## config.mk

```make
export PLATFORM = sky130hd
export DESIGN_NAME = serial_port_switch_command
export DESIGN_NICKNAME = d
export VERILOG_FILES = /design/src/hw/serial_switch_pkg.sv /design/src/hw/serial_port_switch_command.sv
export SDC_FILE = /design/constraint.sdc
export NUM_CORES = 1
export LEC_CHECK = 0
export BUFFER_PORTS_ARGS = -buffer_cell sky130_fd_sc_hd__buf_2
export CORE_UTILIZATION = 53
export DETAILED_ROUTE_END_ITERATION = 6
export PLACE_DENSITY_LB_ADDON = 0.1
export SLEW_MARGIN = 10
export SYNTH_ARGS = -nofsm -noshare
export SYNTH_HDL_FRONTEND = slang
export SYNTH_SLANG_ARGS = --single-unit
```

## constraint.sdc

```tcl
create_clock -name clk -period 1.85 [get_ports clk]
set_input_delay 0.2775 -clock clk [delete_from_list [all_inputs] [get_ports clk]]
set_output_delay 0.2775 -clock clk [all_outputs]
set_load 0.05 [all_outputs]
```

## src/hw/serial_switch_pkg.sv

```systemverilog
package serial_switch_pkg;
  // Link timing
  localparam int CLK_HZ         = 125_000_000;
  localparam int BAUD_RATE      = 19200;
  localparam int BIT_CYCLES_DEF = CLK_HZ / BAUD_RATE;
  localparam int DATA_BITS      = 8;
  localparam int STOP_BITS      = 1;
  localparam int CNT_W          = 16;

  // Command codes
  localparam logic [7:0] CMD_CH_FIRST  = 8'h10;
  localparam logic [7:0] CMD_CH_LAST   = 8'h1f;
  localparam logic [7:0] CMD_VIDEO_OFF = 8'h71;
  localparam logic [7:0] CMD_CH_OFFSET = 8'h0f;

  // Topology limits
  localparam int         NUM_CHANNELS   = 16;
  localparam logic [4:0] MAX_CHANNEL    = 5'h10;
  localparam int         BOX_PORTS      = 8;
  localparam logic [1:0] MAX_LEVELS     = 2'h2;
  localparam logic [4:0] DECIMAL_TEN    = 5'h0a;

  // Values after reset
  localparam logic [4:0]  CHANNEL_RESET = 5'h00;
  localparam logic [15:0] SEEN_RESET    = 16'h0000;

  typedef struct packed {
    logic       valid;
    logic [4:0] channel;
  } sel_req_type;

  typedef struct packed {
    logic [3:0] d0;
    logic [3:0] d1;
    logic [3:0] d2;
    logic [3:0] d3;
    logic [2:0] digits;
  } cas_addr_type;
endpackage : serial_switch_pkg

```

## src/hw/serial_port_switch_command.sv

```systemverilog
`timescale 1ns/1ps
module serial_port_switch_command #(
  parameter int BIT_CYCLES = serial_switch_pkg::BIT_CYCLES_DEF
) (
  input  wire logic                            clk,
  input  wire logic                            rstn,
  input  wire logic                            ce,
  input  wire logic                            syncMode,
  input  wire logic                            rxd,
  output logic                                 txd,
  input  wire serial_switch_pkg::sel_req_type  localReq,
  output logic [4:0]                           channel,
  output logic                                 videoOn,
  input  wire logic [1:0]                      casLevel,
  input  wire logic [4:0]                      casPort1,
  input  wire logic [4:0]                      casPort2,
  output serial_switch_pkg::cas_addr_type      casAddr,
  output logic                                 casError,
  input  wire logic [1:0]                      boxAddr,
  input  wire logic [2:0]                      boxPort,
  output logic [4:0]                           powerPort,
  input  wire logic [15:0]                     portAttached,
  output logic                                 offerAdd,
  output logic [3:0]                           offerPort
);
  import serial_switch_pkg::*;

  typedef enum logic [1:0] {RX_IDLE, RX_START, RX_DATA, RX_STOP} rx_state_type;
  typedef enum logic [1:0] {TX_IDLE, TX_START, TX_DATA, TX_STOP} tx_state_type;

  localparam logic [CNT_W-1:0] BIT_LAST  = CNT_W'(BIT_CYCLES - 1);
  localparam logic [CNT_W-1:0] HALF_LAST = CNT_W'(BIT_CYCLES / 2 - 1);
  localparam logic [2:0]       BIT_TOP   = 3'(DATA_BITS - 1);

  // Decode a command byte into a channel; valid only for known codes
  function automatic sel_req_type decode_cmd(input logic [7:0] code);
    sel_req_type r;
    r.valid   = 1'b0;
    r.channel = CHANNEL_RESET;
    if (code >= CMD_CH_FIRST && code <= CMD_CH_LAST) begin
      r.valid   = 1'b1;
      r.channel = 5'(code - CMD_CH_OFFSET);
    end else if (code == CMD_VIDEO_OFF) begin
      r.valid   = 1'b1;
      r.channel = CHANNEL_RESET;
    end
    return r;
  endfunction : decode_cmd

  // Encode a channel as its command byte
  function automatic logic [7:0] encode_cmd(input logic [4:0] ch);
    return (ch == CHANNEL_RESET) ? CMD_VIDEO_OFF : 8'(ch) + CMD_CH_OFFSET;
  endfunction : encode_cmd

  // Port number 1..16 as two decimal digits {tens, units}
  function automatic logic [7:0] to_digits(input logic [4:0] p);
    logic [4:0] u;
    u = (p >= DECIMAL_TEN) ? 5'(p - DECIMAL_TEN) : p;
    return {4'((p >= DECIMAL_TEN) ? 1 : 0), u[3:0]};
  endfunction : to_digits

  rx_state_type     rxState;
  tx_state_type     txState;
  logic [CNT_W-1:0] rxCnt;
  logic [CNT_W-1:0] txCnt;
  logic [2:0]       rxBit;
  logic [2:0]       txBit;
  logic [7:0]       rxShift;
  logic [7:0]       rxByte;
  logic             rxDone;
  logic [7:0]       txShift;
  logic             pendValid;
  logic [7:0]       pendCode;
  logic [15:0]      seen;
  sel_req_type      rxCmd;
  logic             acceptRx;
  logic             acceptLocal;
  logic             txLoad;
  logic             newFound;
  logic [3:0]       newIdx;

  assign rxCmd       = decode_cmd(rxByte);
  assign acceptRx    = rxDone && syncMode && rxCmd.valid;
  assign acceptLocal = localReq.valid && localReq.channel <= MAX_CHANNEL
                       && localReq.channel != channel;
  assign txLoad      = txState == TX_IDLE && pendValid;
  assign videoOn     = channel != CHANNEL_RESET;

  // Receiver: sample mid-bit, good stop bit required to deliver a byte
  always_ff @(posedge clk or negedge rstn) begin
    if (!rstn) begin
      rxState <= RX_IDLE;
      rxCnt   <= '0;
      rxBit   <= '0;
      rxShift <= '0;
      rxByte  <= '0;
      rxDone  <= 1'b0;
    end else if (ce) begin
      rxDone <= 1'b0;
      case (rxState)
        RX_IDLE: begin
          rxCnt <= '0;
          if (!rxd && syncMode) begin
            rxState <= RX_START;
          end
        end
        RX_START: begin
          if (rxCnt == HALF_LAST) begin
            rxCnt   <= '0;
            rxBit   <= '0;
            rxState <= rxd ? RX_IDLE : RX_DATA;                          // Glitch rejected
          end else begin
            rxCnt <= rxCnt + 1'b1;
          end
        end
        RX_DATA: begin
          if (rxCnt == BIT_LAST) begin
            rxCnt   <= '0;
            rxShift <= {rxd, rxShift[7:1]};                              // LSB first
            rxBit   <= rxBit + 1'b1;
            if (rxBit == BIT_TOP) begin
              rxState <= RX_STOP;
            end
          end else begin
            rxCnt <= rxCnt + 1'b1;
          end
        end
        RX_STOP: begin
          if (rxCnt == BIT_LAST) begin
            rxState <= RX_IDLE;
            rxByte  <= rxShift;
            rxDone  <= rxd;                                              // Framing error drops byte
          end else begin
            rxCnt <= rxCnt + 1'b1;
          end
        end
        default: rxState <= RX_IDLE;
      endcase
    end
  end

  // Channel selection; a received command wins over a local request
  always_ff @(posedge clk or negedge rstn) begin
    if (!rstn) begin
      channel <= CHANNEL_RESET;
    end else if (ce) begin
      if (acceptRx) begin
        channel <= rxCmd.channel;
      end else if (acceptLocal) begin
        channel <= localReq.channel;
      end
    end
  end

  // One pending byte; a newer one replaces an unsent one since only the latest matters
  always_ff @(posedge clk or negedge rstn) begin
    if (!rstn) begin
      pendValid <= 1'b0;
      pendCode  <= '0;
    end else if (ce) begin
      if (acceptRx) begin
        pendValid <= 1'b1;
        pendCode  <= rxByte;
      end else if (acceptLocal && syncMode) begin
        pendValid <= 1'b1;
        pendCode  <= encode_cmd(localReq.channel);
      end else if (txLoad) begin
        pendValid <= 1'b0;
      end
    end
  end

  // Transmitter: no handshake lines, line idles high
  always_ff @(posedge clk or negedge rstn) begin
    if (!rstn) begin
      txState <= TX_IDLE;
      txCnt   <= '0;
      txBit   <= '0;
      txShift <= '0;
      txd     <= 1'b1;
    end else if (ce) begin
      case (txState)
        TX_IDLE: begin
          txCnt <= '0;
          txd   <= 1'b1;
          if (pendValid) begin
            txShift <= pendCode;
            txd     <= 1'b0;
            txState <= TX_START;
          end
        end
        TX_START, TX_DATA: begin
          if (txCnt == BIT_LAST) begin
            txCnt <= '0;
            if (txState == TX_START) begin
              txBit   <= '0;
              txd     <= txShift[0];
              txState <= TX_DATA;
            end else if (txBit == BIT_TOP) begin
              txd     <= 1'b1;                                           // No parity bit
              txState <= TX_STOP;
            end else begin
              txBit   <= txBit + 1'b1;
              txd     <= txShift[txBit + 3'h1];
            end
          end else begin
            txCnt <= txCnt + 1'b1;
          end
        end
        TX_STOP: begin
          if (txCnt == CNT_W'(BIT_CYCLES * STOP_BITS - 1)) begin
            txState <= TX_IDLE;
          end else begin
            txCnt <= txCnt + 1'b1;
          end
        end
        default: txState <= TX_IDLE;
      endcase
    end
  end

  // Cascade address and power port id
  always_ff @(posedge clk or negedge rstn) begin
    if (!rstn) begin
      casAddr   <= '0;
      casError  <= 1'b0;
      powerPort <= '0;
    end else if (ce) begin
      powerPort <= {boxAddr, boxPort};
      casError  <= casLevel > MAX_LEVELS || casLevel == 2'h0;
      casAddr   <= '0;
      if (casLevel == 2'h1) begin
        {casAddr.d0, casAddr.d1} <= to_digits(casPort1);
        casAddr.digits           <= 3'h2;
      end else if (casLevel == MAX_LEVELS) begin
        {casAddr.d0, casAddr.d1} <= to_digits(casPort1);
        {casAddr.d2, casAddr.d3} <= to_digits(casPort2);
        casAddr.digits           <= 3'h4;
      end
    end
  end

  // Lowest port with a lower unit attached for the first time
  always_comb begin
    newFound = 1'b0;
    newIdx   = '0;
    for (int i = NUM_CHANNELS - 1; i >= 0; i--) begin
      if (portAttached[i] && !seen[i]) begin
        newFound = 1'b1;
        newIdx   = 4'(i);
      end
    end
  end

  // Each port offers once; later reattaches stay quiet
  always_ff @(posedge clk or negedge rstn) begin
    if (!rstn) begin
      seen      <= SEEN_RESET;
      offerAdd  <= 1'b0;
      offerPort <= '0;
    end else if (ce) begin
      offerAdd <= newFound;
      if (newFound) begin
        seen[newIdx] <= 1'b1;
        offerPort    <= newIdx;
      end
    end
  end
endmodule : serial_port_switch_command

```

==> out/metrics.csv, run 1 <==
stage,metric,value,unit
synth,synth-edff-count,0,
sta,finalMaxSlewViolations,0,
synth,synth.area.top_cells,"dfrtp_1 45%, mux2_2 4.9%, ha_1 4.0%",
detailed_routing,vias,5145,
place,dpl.hpwl,10.2,mm
global_route,grt_antenna_before_repair,0,
synth,yosysTopAreaCellShare,0.455,
critical_path,crit_required,2.15,ns
place,port_buffers,73,
global_route,grt_first_pass_wirelength,24.0,mm
sta,holdWs,0.0998,ns
detailed_routing,viasPerCell,5.40,
clock_network,cts_tree,yes,
die,coreArea,0.0121,sq mm
cells_and_area,syn2layout_area_growth,29.9,%
cells_and_area,multiInputGateArea,0.00359,sq mm
synth,syn_area,0.00660,sq mm
sta,fin_ws,-0.0441,ns
hold_path,hp-class,primary input to flop,
outcome,outcome,"finished, violations left",
cells_and_area,nFillCells,851,
clock_network,numCtsBuffers,17,
detailed_routing,routed_wl,14.1,mm
detailed_routing,avgRoutedWirePerCell,14.8,um
clock_network,clk_path_buf_depth,2,
pwr,leakage,4.04,nW
detailed_routing,dr.pass1.iters,4,
detailed_routing,drc,0,
sta,period_share,1.02,
sta,max_freq,528,MHz
synth,syn_inst,614,
synth,synth.most_common_cell,dfrtp_1,
cells_and_area,seqCellArea,0.00303,sq mm
critical_path,critPathCaptureType,flop,
critical_path,path_max_fanout,8,
critical_path,critPathMaxStageDelay,0.41,ns
global_route,grt_pass1_vias,5163,
place,dp.cells,907,
critical_path,crit_path_start_kind,flop,
cells_and_area,final_nets,837,
cells_and_area,finalNonFillerCells,953,
sta,period_minus_slack,1.89,ns
critical_path,crit_path_cell_trace,"ha_1, and4b_2, nand4_2, or2_4, o31a_1, a22o_1",
clock_network,clk_pin_slew_worst_paths,0.05,ns
critical_path,arrival,2.19,ns
flow_run,max_cap_violations,0,
critical_path,slowest_stage,dfrtp_1,
die,die_w,114,um
pwr,power_density,1150,mW/mm^2
sta,finalHoldViolations,0,
synth,synth.largest_area_cell,dfrtp_1,
die,dieArea,0.0129,sq mm
clock_network,clockRootBuffer,clkbuf_16,
synth,synth_common_cells,"120 x dfrtp_1, 49 x nor2_1, 38 x nand2_1, 36 x inv_1, 32 x a21oi_1",
sta,setup_viol,15,
place,place_congestion,0.834,
synth,avgSynthCellArea,10.7,sq um
clock_network,cts.sinks,121,
outcome,violations,setup timing,
synth,yosysSeqAreaShare,0.459,
sta,rsz0062_at_grt,yes,
cells_and_area,antenna_cells,0,
cells_and_area,fin_util,0.711,
global_route,grt_max_degree,39,
synth,synthArstFlopShare,1.00,
die,core.rowCount,40,
critical_path,critical_path.top_delay_family,simple AND/OR/NAND/NOR gates,
synth,synth_seq_cells,121,
clock_network,h-tree-depth,4,
critical_path,cp.buffers_inverters,0,
cells_and_area,drive_gt1_frac,0.403,
clock_network,clk_latency,0.41,ns
synth,synthFlopType,dfrtp_1,
global_route,grt.total_usage,0.236,
global_route,grt_overflow,0,
pwr,vdd_drop_max,0.596,mV
sta,slew_headroom,0.671,
detailed_routing,ant_nets,0,
die,ios,81,
sta,tightest_slew,0.488,ns
sta,skew,0.00484,ns
die,initial_core_util,0.547,
critical_path,path_class,flop to flop,
synth,ys_warn_count,0,
detailed_routing,drtIter0Drc,166,
synth,synthDistinctLibCells,84,
die,die_h,114,um
-- logic make-up (layout without fill, tap and decap cells) --
family | after synthesis | after routing | share of synthesized area
other | 1 | 7 | 0.000568
xor gates and xnor gates | 32 | 32 | 0.0425
and+or+nand+nor | 206 | 207 | 0.187
buffers and inverters | 57 | 221 | 0.0430
AOI/OAI and AO/OA | 130 | 130 | 0.140
adders and majority gates | 21 | 21 | 0.0398
DFF | 121 | 121 | 0.459
muxes | 46 | 46 | 0.0882
-- worst paths after layout --
| path | slack [ns] | from | endpoint | cells past startpoint |
|---|---|---|---|---|
| hold reg to reg | 0.46 | seen[5]$_DFFE_PN0P_ | seen[5]$_DFFE_PN0P_ | 1 |
| min in group asynchronous | 0.37 | rstn | powerPort[0]$_DFFE_PN0P_ | 2 |
| setup reg to reg | -0.04 | rxCnt[0]$_DFFE_PN0P_ | rxBit[1]$_DFFE_PN0P_ | 6 |
| hold / removal | 0.1 | boxAddr[1] | powerPort[4]$_DFFE_PN0P_ | 2 |
| setup / recovery | -0.04 | rxCnt[0]$_DFFE_PN0P_ | rxBit[1]$_DFFE_PN0P_ | 6 |
| max in group asynchronous | 0.86 | rstn | rxCnt[15]$_DFFE_PN0P_ | 3 |
-- routing by layer --
| layer | global-route usage | up-vias | wire (um) |
|---|---|---|---|
| met4 | 0.0904 | 0 | 247 |
| met1 | 0.301 | 2500 | 6490 |
| li1 | - | 2503 | - |
| met3 | 0.0537 | 24 | 529 |
| met5 | 0 | - | 0 |
| met2 | 0.393 | 118 | 6830 |
-- cell usage in the layout, fill, tap and decap left out, types with 9 or more instances in the layout --
master     Yosys  routed
a21o_1        10      10
a21oi_1       32      29
buf_2          4      73
buf_4          9      72
clkbuf_16      0      17
dfrtp_1      120     117
ha_1          21      17
inv_1         36      34
mux2_2        29      28
mux2_4        12      13
nand2_1       38      37
nand3_1       13      11
nand4_1        9       9
nor2_1        49      47
nor2_2        12      13
nor2b_1       12       9
o21ai_0       27      19
o2bb2ai_1     11      11
xnor2_1       18      15
xor2_1        14      14
-- flip-flops by register name, indices dropped and copies added, names as in the netlist, 5 cells and up, named ones only --
signal,count
channel,5
txCnt,16
txShift,8
rxShift,8
rxCnt,16
powerPort,5
seen,16
rxByte,8
pendCode,8
casAddr,12
-- final cells by class --
class / count / share of cell area
inverters: 36 / 0.0158
clock buffers: 23 / 0.0534
multi-input cells: 443 / 0.419
clock inverters: 9 / 0.0143
repair buffers: 153 / 0.119
flip-flops and latches: 121 / 0.354
well taps: 168 / 0.0245
-- report_power, final --
group | leakage [nW] | switching (mW) | internal (mW) | total (mW)
Clock | 0.285 | 1.11 | 2.14 | 3.24
Sequential | 1.52 | 0.322 | 3.09 | 3.41
Combinational | 2.23 | 1.80 | 1.42 | 3.22
Total | 4.04 | 3.23 | 6.65 | 9.88
-- through the flow --
step                power (mW)  setup TNS, ns  setup slack (ns)  area [sq um]
floorplan                 5.36              0           0.00468          6630
global route              10.4          -1.71           -0.0815          8570
CTS                       9.73         -0.146           -0.0227          8260
global placement          6.26         -0.711           -0.0687          7600
detailed placement        6.35          -1.91            -0.122          7600
finish                    9.88         -0.275           -0.0441          8570
-- timing repair --
item | in CTS | in global routing
pin swaps | 8 | 33
setup endpoints to repair | 40 | 72
gates cloned | 1 | 1
hold buffers | 1 | 0
gates resized for setup | 10 | 58
setup buffers | 4 | 7
endpoints found under the hold margin | 29 | 0
(Power assumes the default switching activity.)
==> inputs of run 2 (changes only) <==
--- a/config.mk
+++ b/config.mk
@@ -8,8 +8,10 @@
 export BUFFER_PORTS_ARGS = -buffer_cell sky130_fd_sc_hd__buf_2
 export CORE_UTILIZATION = 53
 export DETAILED_ROUTE_END_ITERATION = 6
+export GPL_TIMING_DRIVEN = 0
 export PLACE_DENSITY_LB_ADDON = 0.1
 export SLEW_MARGIN = 10
 export SYNTH_ARGS = -nofsm -noshare
 export SYNTH_HDL_FRONTEND = slang
 export SYNTH_SLANG_ARGS = --single-unit
+export TNS_END_PERCENT = 20
==> out/metrics.csv, run 2 (synthesized netlist as in run 1, its figures left out) <==
stage,metric,value,unit
sta,tightest_slew,0.524,ns
critical_path,slowest_stage,dfrtp_2,
pwr,p_total,10.1,mW
critical_path,critical_path.top_delay_family,adder cells,
detailed_routing,dr.pass1.iters,4,
cells_and_area,syn2layout_area_growth,26.9,%
detailed_routing,wl_met1,6.51,mm
clock_network,cts.sinks,121,
clock_network,clk_latency,0.42,ns
die,core.rowCount,40,
sta,skew,0.00586,ns
sta,period_minus_slack,1.92,ns
die,coreArea,0.0121,sq mm
sta,finalMaxSlewViolations,0,
critical_path,crit_path_start_kind,flop,
critical_path,critPathMaxStageDelay,0.45,ns
pwr,net-switching-power,3.31,mW
detailed_routing,met2_length,7.07,mm
place,port_buffers,72,
pwr,power_density,1210,mW/mm^2
critical_path,path_class,flop to flop,
die,ios,81,
detailed_routing,highest_layer,met4,
die,die_h,114,um
sta,rsz0062_at_grt,yes,
critical_path,crit_path_cell_trace,"ha_4, ha_1, mux4_2, mux2i_1, a21oi_1, o31ai_1, a21oi_1",
pwr,leakage,3.84,nW
sta,holdWs,0.0877,ns
clock_network,clockRootBuffer,clkbuf_16,
sta,slew_headroom,0.647,
pwr,clockPowerShare,0.346,
pwr,p_int,6.78,mW
global_route,grt_pass1_vias,5046,
detailed_routing,wl_met3,595,um
pwr,switching_share,0.328,
cells_and_area,final_nets,802,
critical_path,cp.buffers_inverters,0,
detailed_routing,vias,5026,
critical_path,path_max_fanout,4,
sta,max_freq,520,MHz
place,place_ws,-0.290,ns
critical_path,crit_top_cell,a21oi_1,
outcome,violations,setup timing,
pwr,power_frac_seq,0.341,
die,dieArea,0.0129,sq mm
cells_and_area,nFillCells,871,
clock_network,numCtsBuffers,17,
detailed_routing,drc,0,
critical_path,critPathCaptureType,flop,
detailed_routing,ant_nets,0,
hold_path,hp-class,primary input to flop,
sta,setup_viol,42,
detailed_routing,viasPerCell,5.47,
clock_network,clk_pin_slew_worst_paths,0.05,ns
clock_network,h-tree-depth,4,
global_route,grt_antenna_before_repair,0,
detailed_routing,drtIter0Drc,196,
critical_path,arrival,2.26,ns
global_route,grt_overflow,0,
die,die_w,114,um
global_route,grt_first_pass_wirelength,24.0,mm
sta,period_share,1.04,
sta,fin_setup_tns,-1.36,ns
cells_and_area,layout_common_cells,"114 x dfrtp_1, 74 x buf_2, 44 x nor2_1, 37 x nand2_1, 34 x inv_1",
cells_and_area,mostFrequentLayoutCell,dfrtp_1,
cells_and_area,drive_gt1_frac,0.371,
sta,fin_ws,-0.0747,ns
pwr,vdd_drop_max,0.596,mV
flow_run,max_cap_violations,0,
clock_network,cts_tree,yes,
detailed_routing,routed_wl,14.4,mm
place,dpl.hpwl,9.60,mm
die,initial_core_util,0.547,
cells_and_area,antenna_cells,0,
global_route,grt.total_usage,0.238,
critical_path,crit_required,2.19,ns
pwr,pwr-share-comb,0.312,
global_route,grt_max_degree,74,
place,place_congestion,0.795,
cells_and_area,largestRegisters,"rxCnt: 16 flops, seen: 16 flops, txCnt: 16 flops",
outcome,outcome,"finished, violations left",
clock_network,clk_path_buf_depth,2,
detailed_routing,avgRoutedWirePerCell,15.7,um
sta,finalHoldViolations,0,
## run 2: cell count changes in the layout (fill, tap and decap cells not counted), moves of 2 or more
cell | before | now
buf_4 | 72 | 27
dfrtp_2 | 3 | 6
dfrtp_1 | 117 | 114
clkinv_2 | 5 | 2
nor2_1 | 47 | 44
nor2_2 | 13 | 16
o21ai_2 | 3 | 1
buf_6 | 4 | 9
clkbuf_8 | 1 | 7
## run 2: power by group through the flow
stage,sequential [mW],combinational (mW),clock (mW)
final,3.45,3.15,3.50
after global routing,3.51,3.40,3.67
after CTS,3.42,2.80,3.56
after detailed placement,3.47,2.56,0
after global placement,3.45,2.49,0
after floorplan,3.77,1.58,0
## run 2: timing repair
action,in CTS,in global routing
pin swaps,21,25
setup endpoints to repair,70,80
endpoints found under the hold margin,48,0
buffers inserted,15,9
hold buffers,1,0
gates cloned,1,1
resized for setup,20,52
## run 2: path summary, 6_finish.rpt
| kind | start | cells past startpoint | end | slack (ns) |
|---|---|---|---|---|
| max in group asynchronous | rstn | 3 | casAddr[12]$_DFFE_PN0P_ | 0.78 |
| worst max register to register | txBit[0]$_DFFE_PN0P_ | 7 | txd$_DFFE_PN1P_ | -0.07 |
| worst max-delay path | txBit[0]$_DFFE_PN0P_ | 7 | txd$_DFFE_PN1P_ | -0.07 |
| min in group asynchronous | rstn | 2 | txBit[1]$_DFFE_PN0P_ | 0.36 |
| worst min register to register | seen[4]$_DFFE_PN0P_ | 1 | seen[4]$_DFFE_PN0P_ | 0.44 |
| worst min-delay path | boxPort[2] | 2 | powerPort[2]$_DFFE_PN0P_ | 0.09 |
## run 2: layout make-up
cell class	instances	area [sq um]	area share
timing repair buffer	99	619	0.0739
multi-input combinational	443	3590	0.429
inverter	36	135	0.0161
clock buffer	26	529	0.0632
buffer	19	148	0.0176
clock inverter	6	108	0.0128
sequential	121	3040	0.363
tap	168	210	0.0251
## run 2: metrics by stage
stage / std cells / util / cell area (sq um)
after global routing: 918 / 0.694 / 8380
after global placement: 860 / 0.597 / 7200
after floorplan: 620 / - / 6630
final: 918 / 0.694 / 8380
after detailed placement: 861 / 0.599 / 7230
after CTS: 909 / 0.672 / 8100
## run 2: routing by layer
layer / up-vias / track usage
met5: - / 0
li1: 2437 / -
met2: 116 / 0.388
met4: 0 / 0.100
met3: 23 / 0.0526
met1: 2450 / 0.309
==> inputs of run 3 (changes only) <==
--- a/config.mk
+++ b/config.mk
@@ -5,9 +5,9 @@
 export SDC_FILE = /design/constraint.sdc
 export NUM_CORES = 1
 export LEC_CHECK = 0
-export BUFFER_PORTS_ARGS = -buffer_cell sky130_fd_sc_hd__buf_2
-export CORE_UTILIZATION = 53
+export CORE_UTILIZATION = 60
 export DETAILED_ROUTE_END_ITERATION = 6
+export DONT_BUFFER_PORTS = 1
 export GPL_TIMING_DRIVEN = 0
 export PLACE_DENSITY_LB_ADDON = 0.1
 export SLEW_MARGIN = 10
==> constraint.sdc (replaced) <==
create_clock -name clk -period 2.28 [get_ports clk]
set_input_delay 0.342 -clock clk [delete_from_list [all_inputs] [get_ports clk]]
set_output_delay 0.342 -clock clk [all_outputs]
set_load 0.05 [all_outputs]
==> out/metrics.csv, run 3 (synthesized netlist as in run 1, its figures left out) <==
stage,metric,value,unit
clock_network,cts_tree,yes,
critical_path,crit_required,2.69,ns
hold_path,hp-class,primary input to asynchronous set/reset pin,
cells_and_area,antenna_cells,0,
global_route,grt_max_degree,122,
global_route,met3_usage,0.0748,
pwr,p_total,7.54,mW
cells_and_area,layout_common_cells,"120 x dfrtp_1, 49 x nor2_1, 37 x nand2_1, 36 x inv_1, 32 x a21oi_1",
clock_network,numCtsBuffers,17,
cells_and_area,largestRegisters,"rxCnt: 16 flops, seen: 16 flops, txCnt: 16 flops",
outcome,violations,hold timing,
sta,finalHoldViolations,121,
critical_path,arrival,2.53,ns
critical_path,cp.buffers_inverters,0,
critical_path,critPathMaxStageDelay,0.70,ns
global_route,grt_pass1_vias,4842,
global_route,use_met2,0.420,
critical_path,crit_path_start_kind,flop,
place,place_congestion,0.832,
sta,fin_setup_tns,0,ns
sta,skew,0.00637,ns
global_route,grt_overflow,0,
cells_and_area,mostFrequentLayoutCell,dfrtp_1,
global_route,grt_use_met1,0.314,
flow_run,max_cap_violations,0,
clock_network,clockRootBuffer,clkbuf_8,
die,ios,81,
critical_path,critPathCaptureType,flop,
sta,tightest_slew,0.684,ns
sta,period_share,0.929,
clock_network,clk_path_buf_depth,2,
sta,period_minus_slack,2.12,ns
clock_network,post_cts_buffers,0,
clock_network,cts_hold_buf,20,
detailed_routing,vias,4746,
critical_path,path_class,flop to flop,
sta,finalMaxSlewViolations,0,
global_route,grt_antenna_before_repair,0,
clock_network,h-tree-depth,4,
detailed_routing,drc,0,
pwr,vdd_drop_max,0.633,mV
detailed_routing,viasPerCell,5.87,
critical_path,crit_path_cell_trace,"xnor2_1, nand3_1, o311a_1, o21ai_4, nor2_8, mux2_4",
detailed_routing,drtIter0Drc,244,
die,coreArea,0.0105,sq mm
cells_and_area,drive_gt1_frac,0.205,
global_route,grt.total_usage,0.255,
global_route,grt_first_pass_wirelength,22.5,mm
detailed_routing,avgRoutedWirePerCell,16.6,um
die,die_w,107,um
sta,rsz0062_at_grt,no,
detailed_routing,routed_wl,13.4,mm
die,die_h,107,um
cells_and_area,final_nets,724,
clock_network,cts.sinks,121,
place,dpl.hpwl,8.94,mm
pwr,leakage,3.45,nW
detailed_routing,ant_nets,0,
pwr,power_density,989,mW/mm^2
outcome,outcome,"finished, violations left",
cells_and_area,final_area,0.00762,sq mm
sta,holdWs,-0.491,ns
clock_network,clk_pin_slew_worst_paths,0.06,ns
cells_and_area,nFillCells,752,
cells_and_area,syn2layout_area_growth,15.5,%
critical_path,path_max_fanout,9,
place,port_buffers,0,
place,placed_area,0.00679,sq mm
critical_path,critical_path.top_delay_family,flip-flops,
die,dieArea,0.0114,sq mm
detailed_routing,dr.pass1.iters,4,
die,initial_core_util,0.628,
die,core.rowCount,37,
clock_network,clk_latency,0.53,ns
sta,setup_viol,0,
sta,max_freq,472,MHz
critical_path,slowest_stage,dfrtp_1,
sta,slew_headroom,0.540,
global_route,busiest_layer,met2,
run 3: worst paths after layout:
| path | from | endpoint | slack (ns) | depth (start not counted) |
|---|---|---|---|---|
| worst max-delay path | channel[3]$_DFFE_PN0P_ | pendCode[6]$_DFFE_PN0P_ | 0.16 | 6 |
| worst min register to register | seen[8]$_DFFE_PN0P_ | seen[8]$_DFFE_PN0P_ | 0.46 | 1 |
| worst max register to register | channel[3]$_DFFE_PN0P_ | pendCode[6]$_DFFE_PN0P_ | 0.16 | 6 |
| min in group clk | casPort2[4] | casAddr[7]$_DFFE_PN0P_ | 0.03 | 2 |
| worst min-delay path | rstn | pendCode[6]$_DFFE_PN0P_ | -0.49 | 0 |
| max in group asynchronous | rstn | txd$_DFFE_PN1P_ | 2.58 | 0 |
run 3: report_power, final:
part / internal [mW] / switching, mW
clock: 1.88 / 0.917
combinational: 0.733 / 0.866
sequential: 2.50 / 0.642
run 3: metrics by stage:
stage / setup WS [ns] / utilization / std cells
finish: 0.162 / 0.725 / 808
global route: 0.0794 / 0.725 / 808
CTS: 0.0783 / 0.724 / 808
detailed placement: 0.191 / 0.646 / 756
global placement: 0.218 / 0.646 / 756
floorplan: 0.311 / - / 620
run 3: cell type report:
| cell class | instances | area [sq um] | share of cell area |
|---|---|---|---|
| buffer | 21 | 149 | 0.0195 |
| tap | 136 | 170 | 0.0223 |
| multi-input combinational | 442 | 3320 | 0.435 |
| timing repair buffer | 20 | 200 | 0.0263 |
| clock buffer | 24 | 480 | 0.0630 |
| clock inverter | 8 | 140 | 0.0184 |
| inverter | 36 | 135 | 0.0177 |
| sequential | 121 | 3030 | 0.397 |
run 3: worst register-to-register path, stage by stage (launching register included):
cell and delay (ns):
dfrtp_1 0.70, xnor2_1 0.19, nand3_1 0.10, o311a_1 0.41, o21ai_4 0.22, nor2_8 0.09
mux2_4 0.31
run 3: repair_timing:
| item | 4_1_cts | 5_1_grt |
|---|---|---|
| gates resized for setup | 0 | 2 |
| hold endpoints to repair | 143 | 121 |
| setup endpoints to repair | 0 | 1 |
run 3: routing by layer:
layer	share of wire	up-vias
li1	-	2267
met1	0.45	2343
met2	0.48	113
met3	0.053	23
met4	0.020	0
met5	0	-
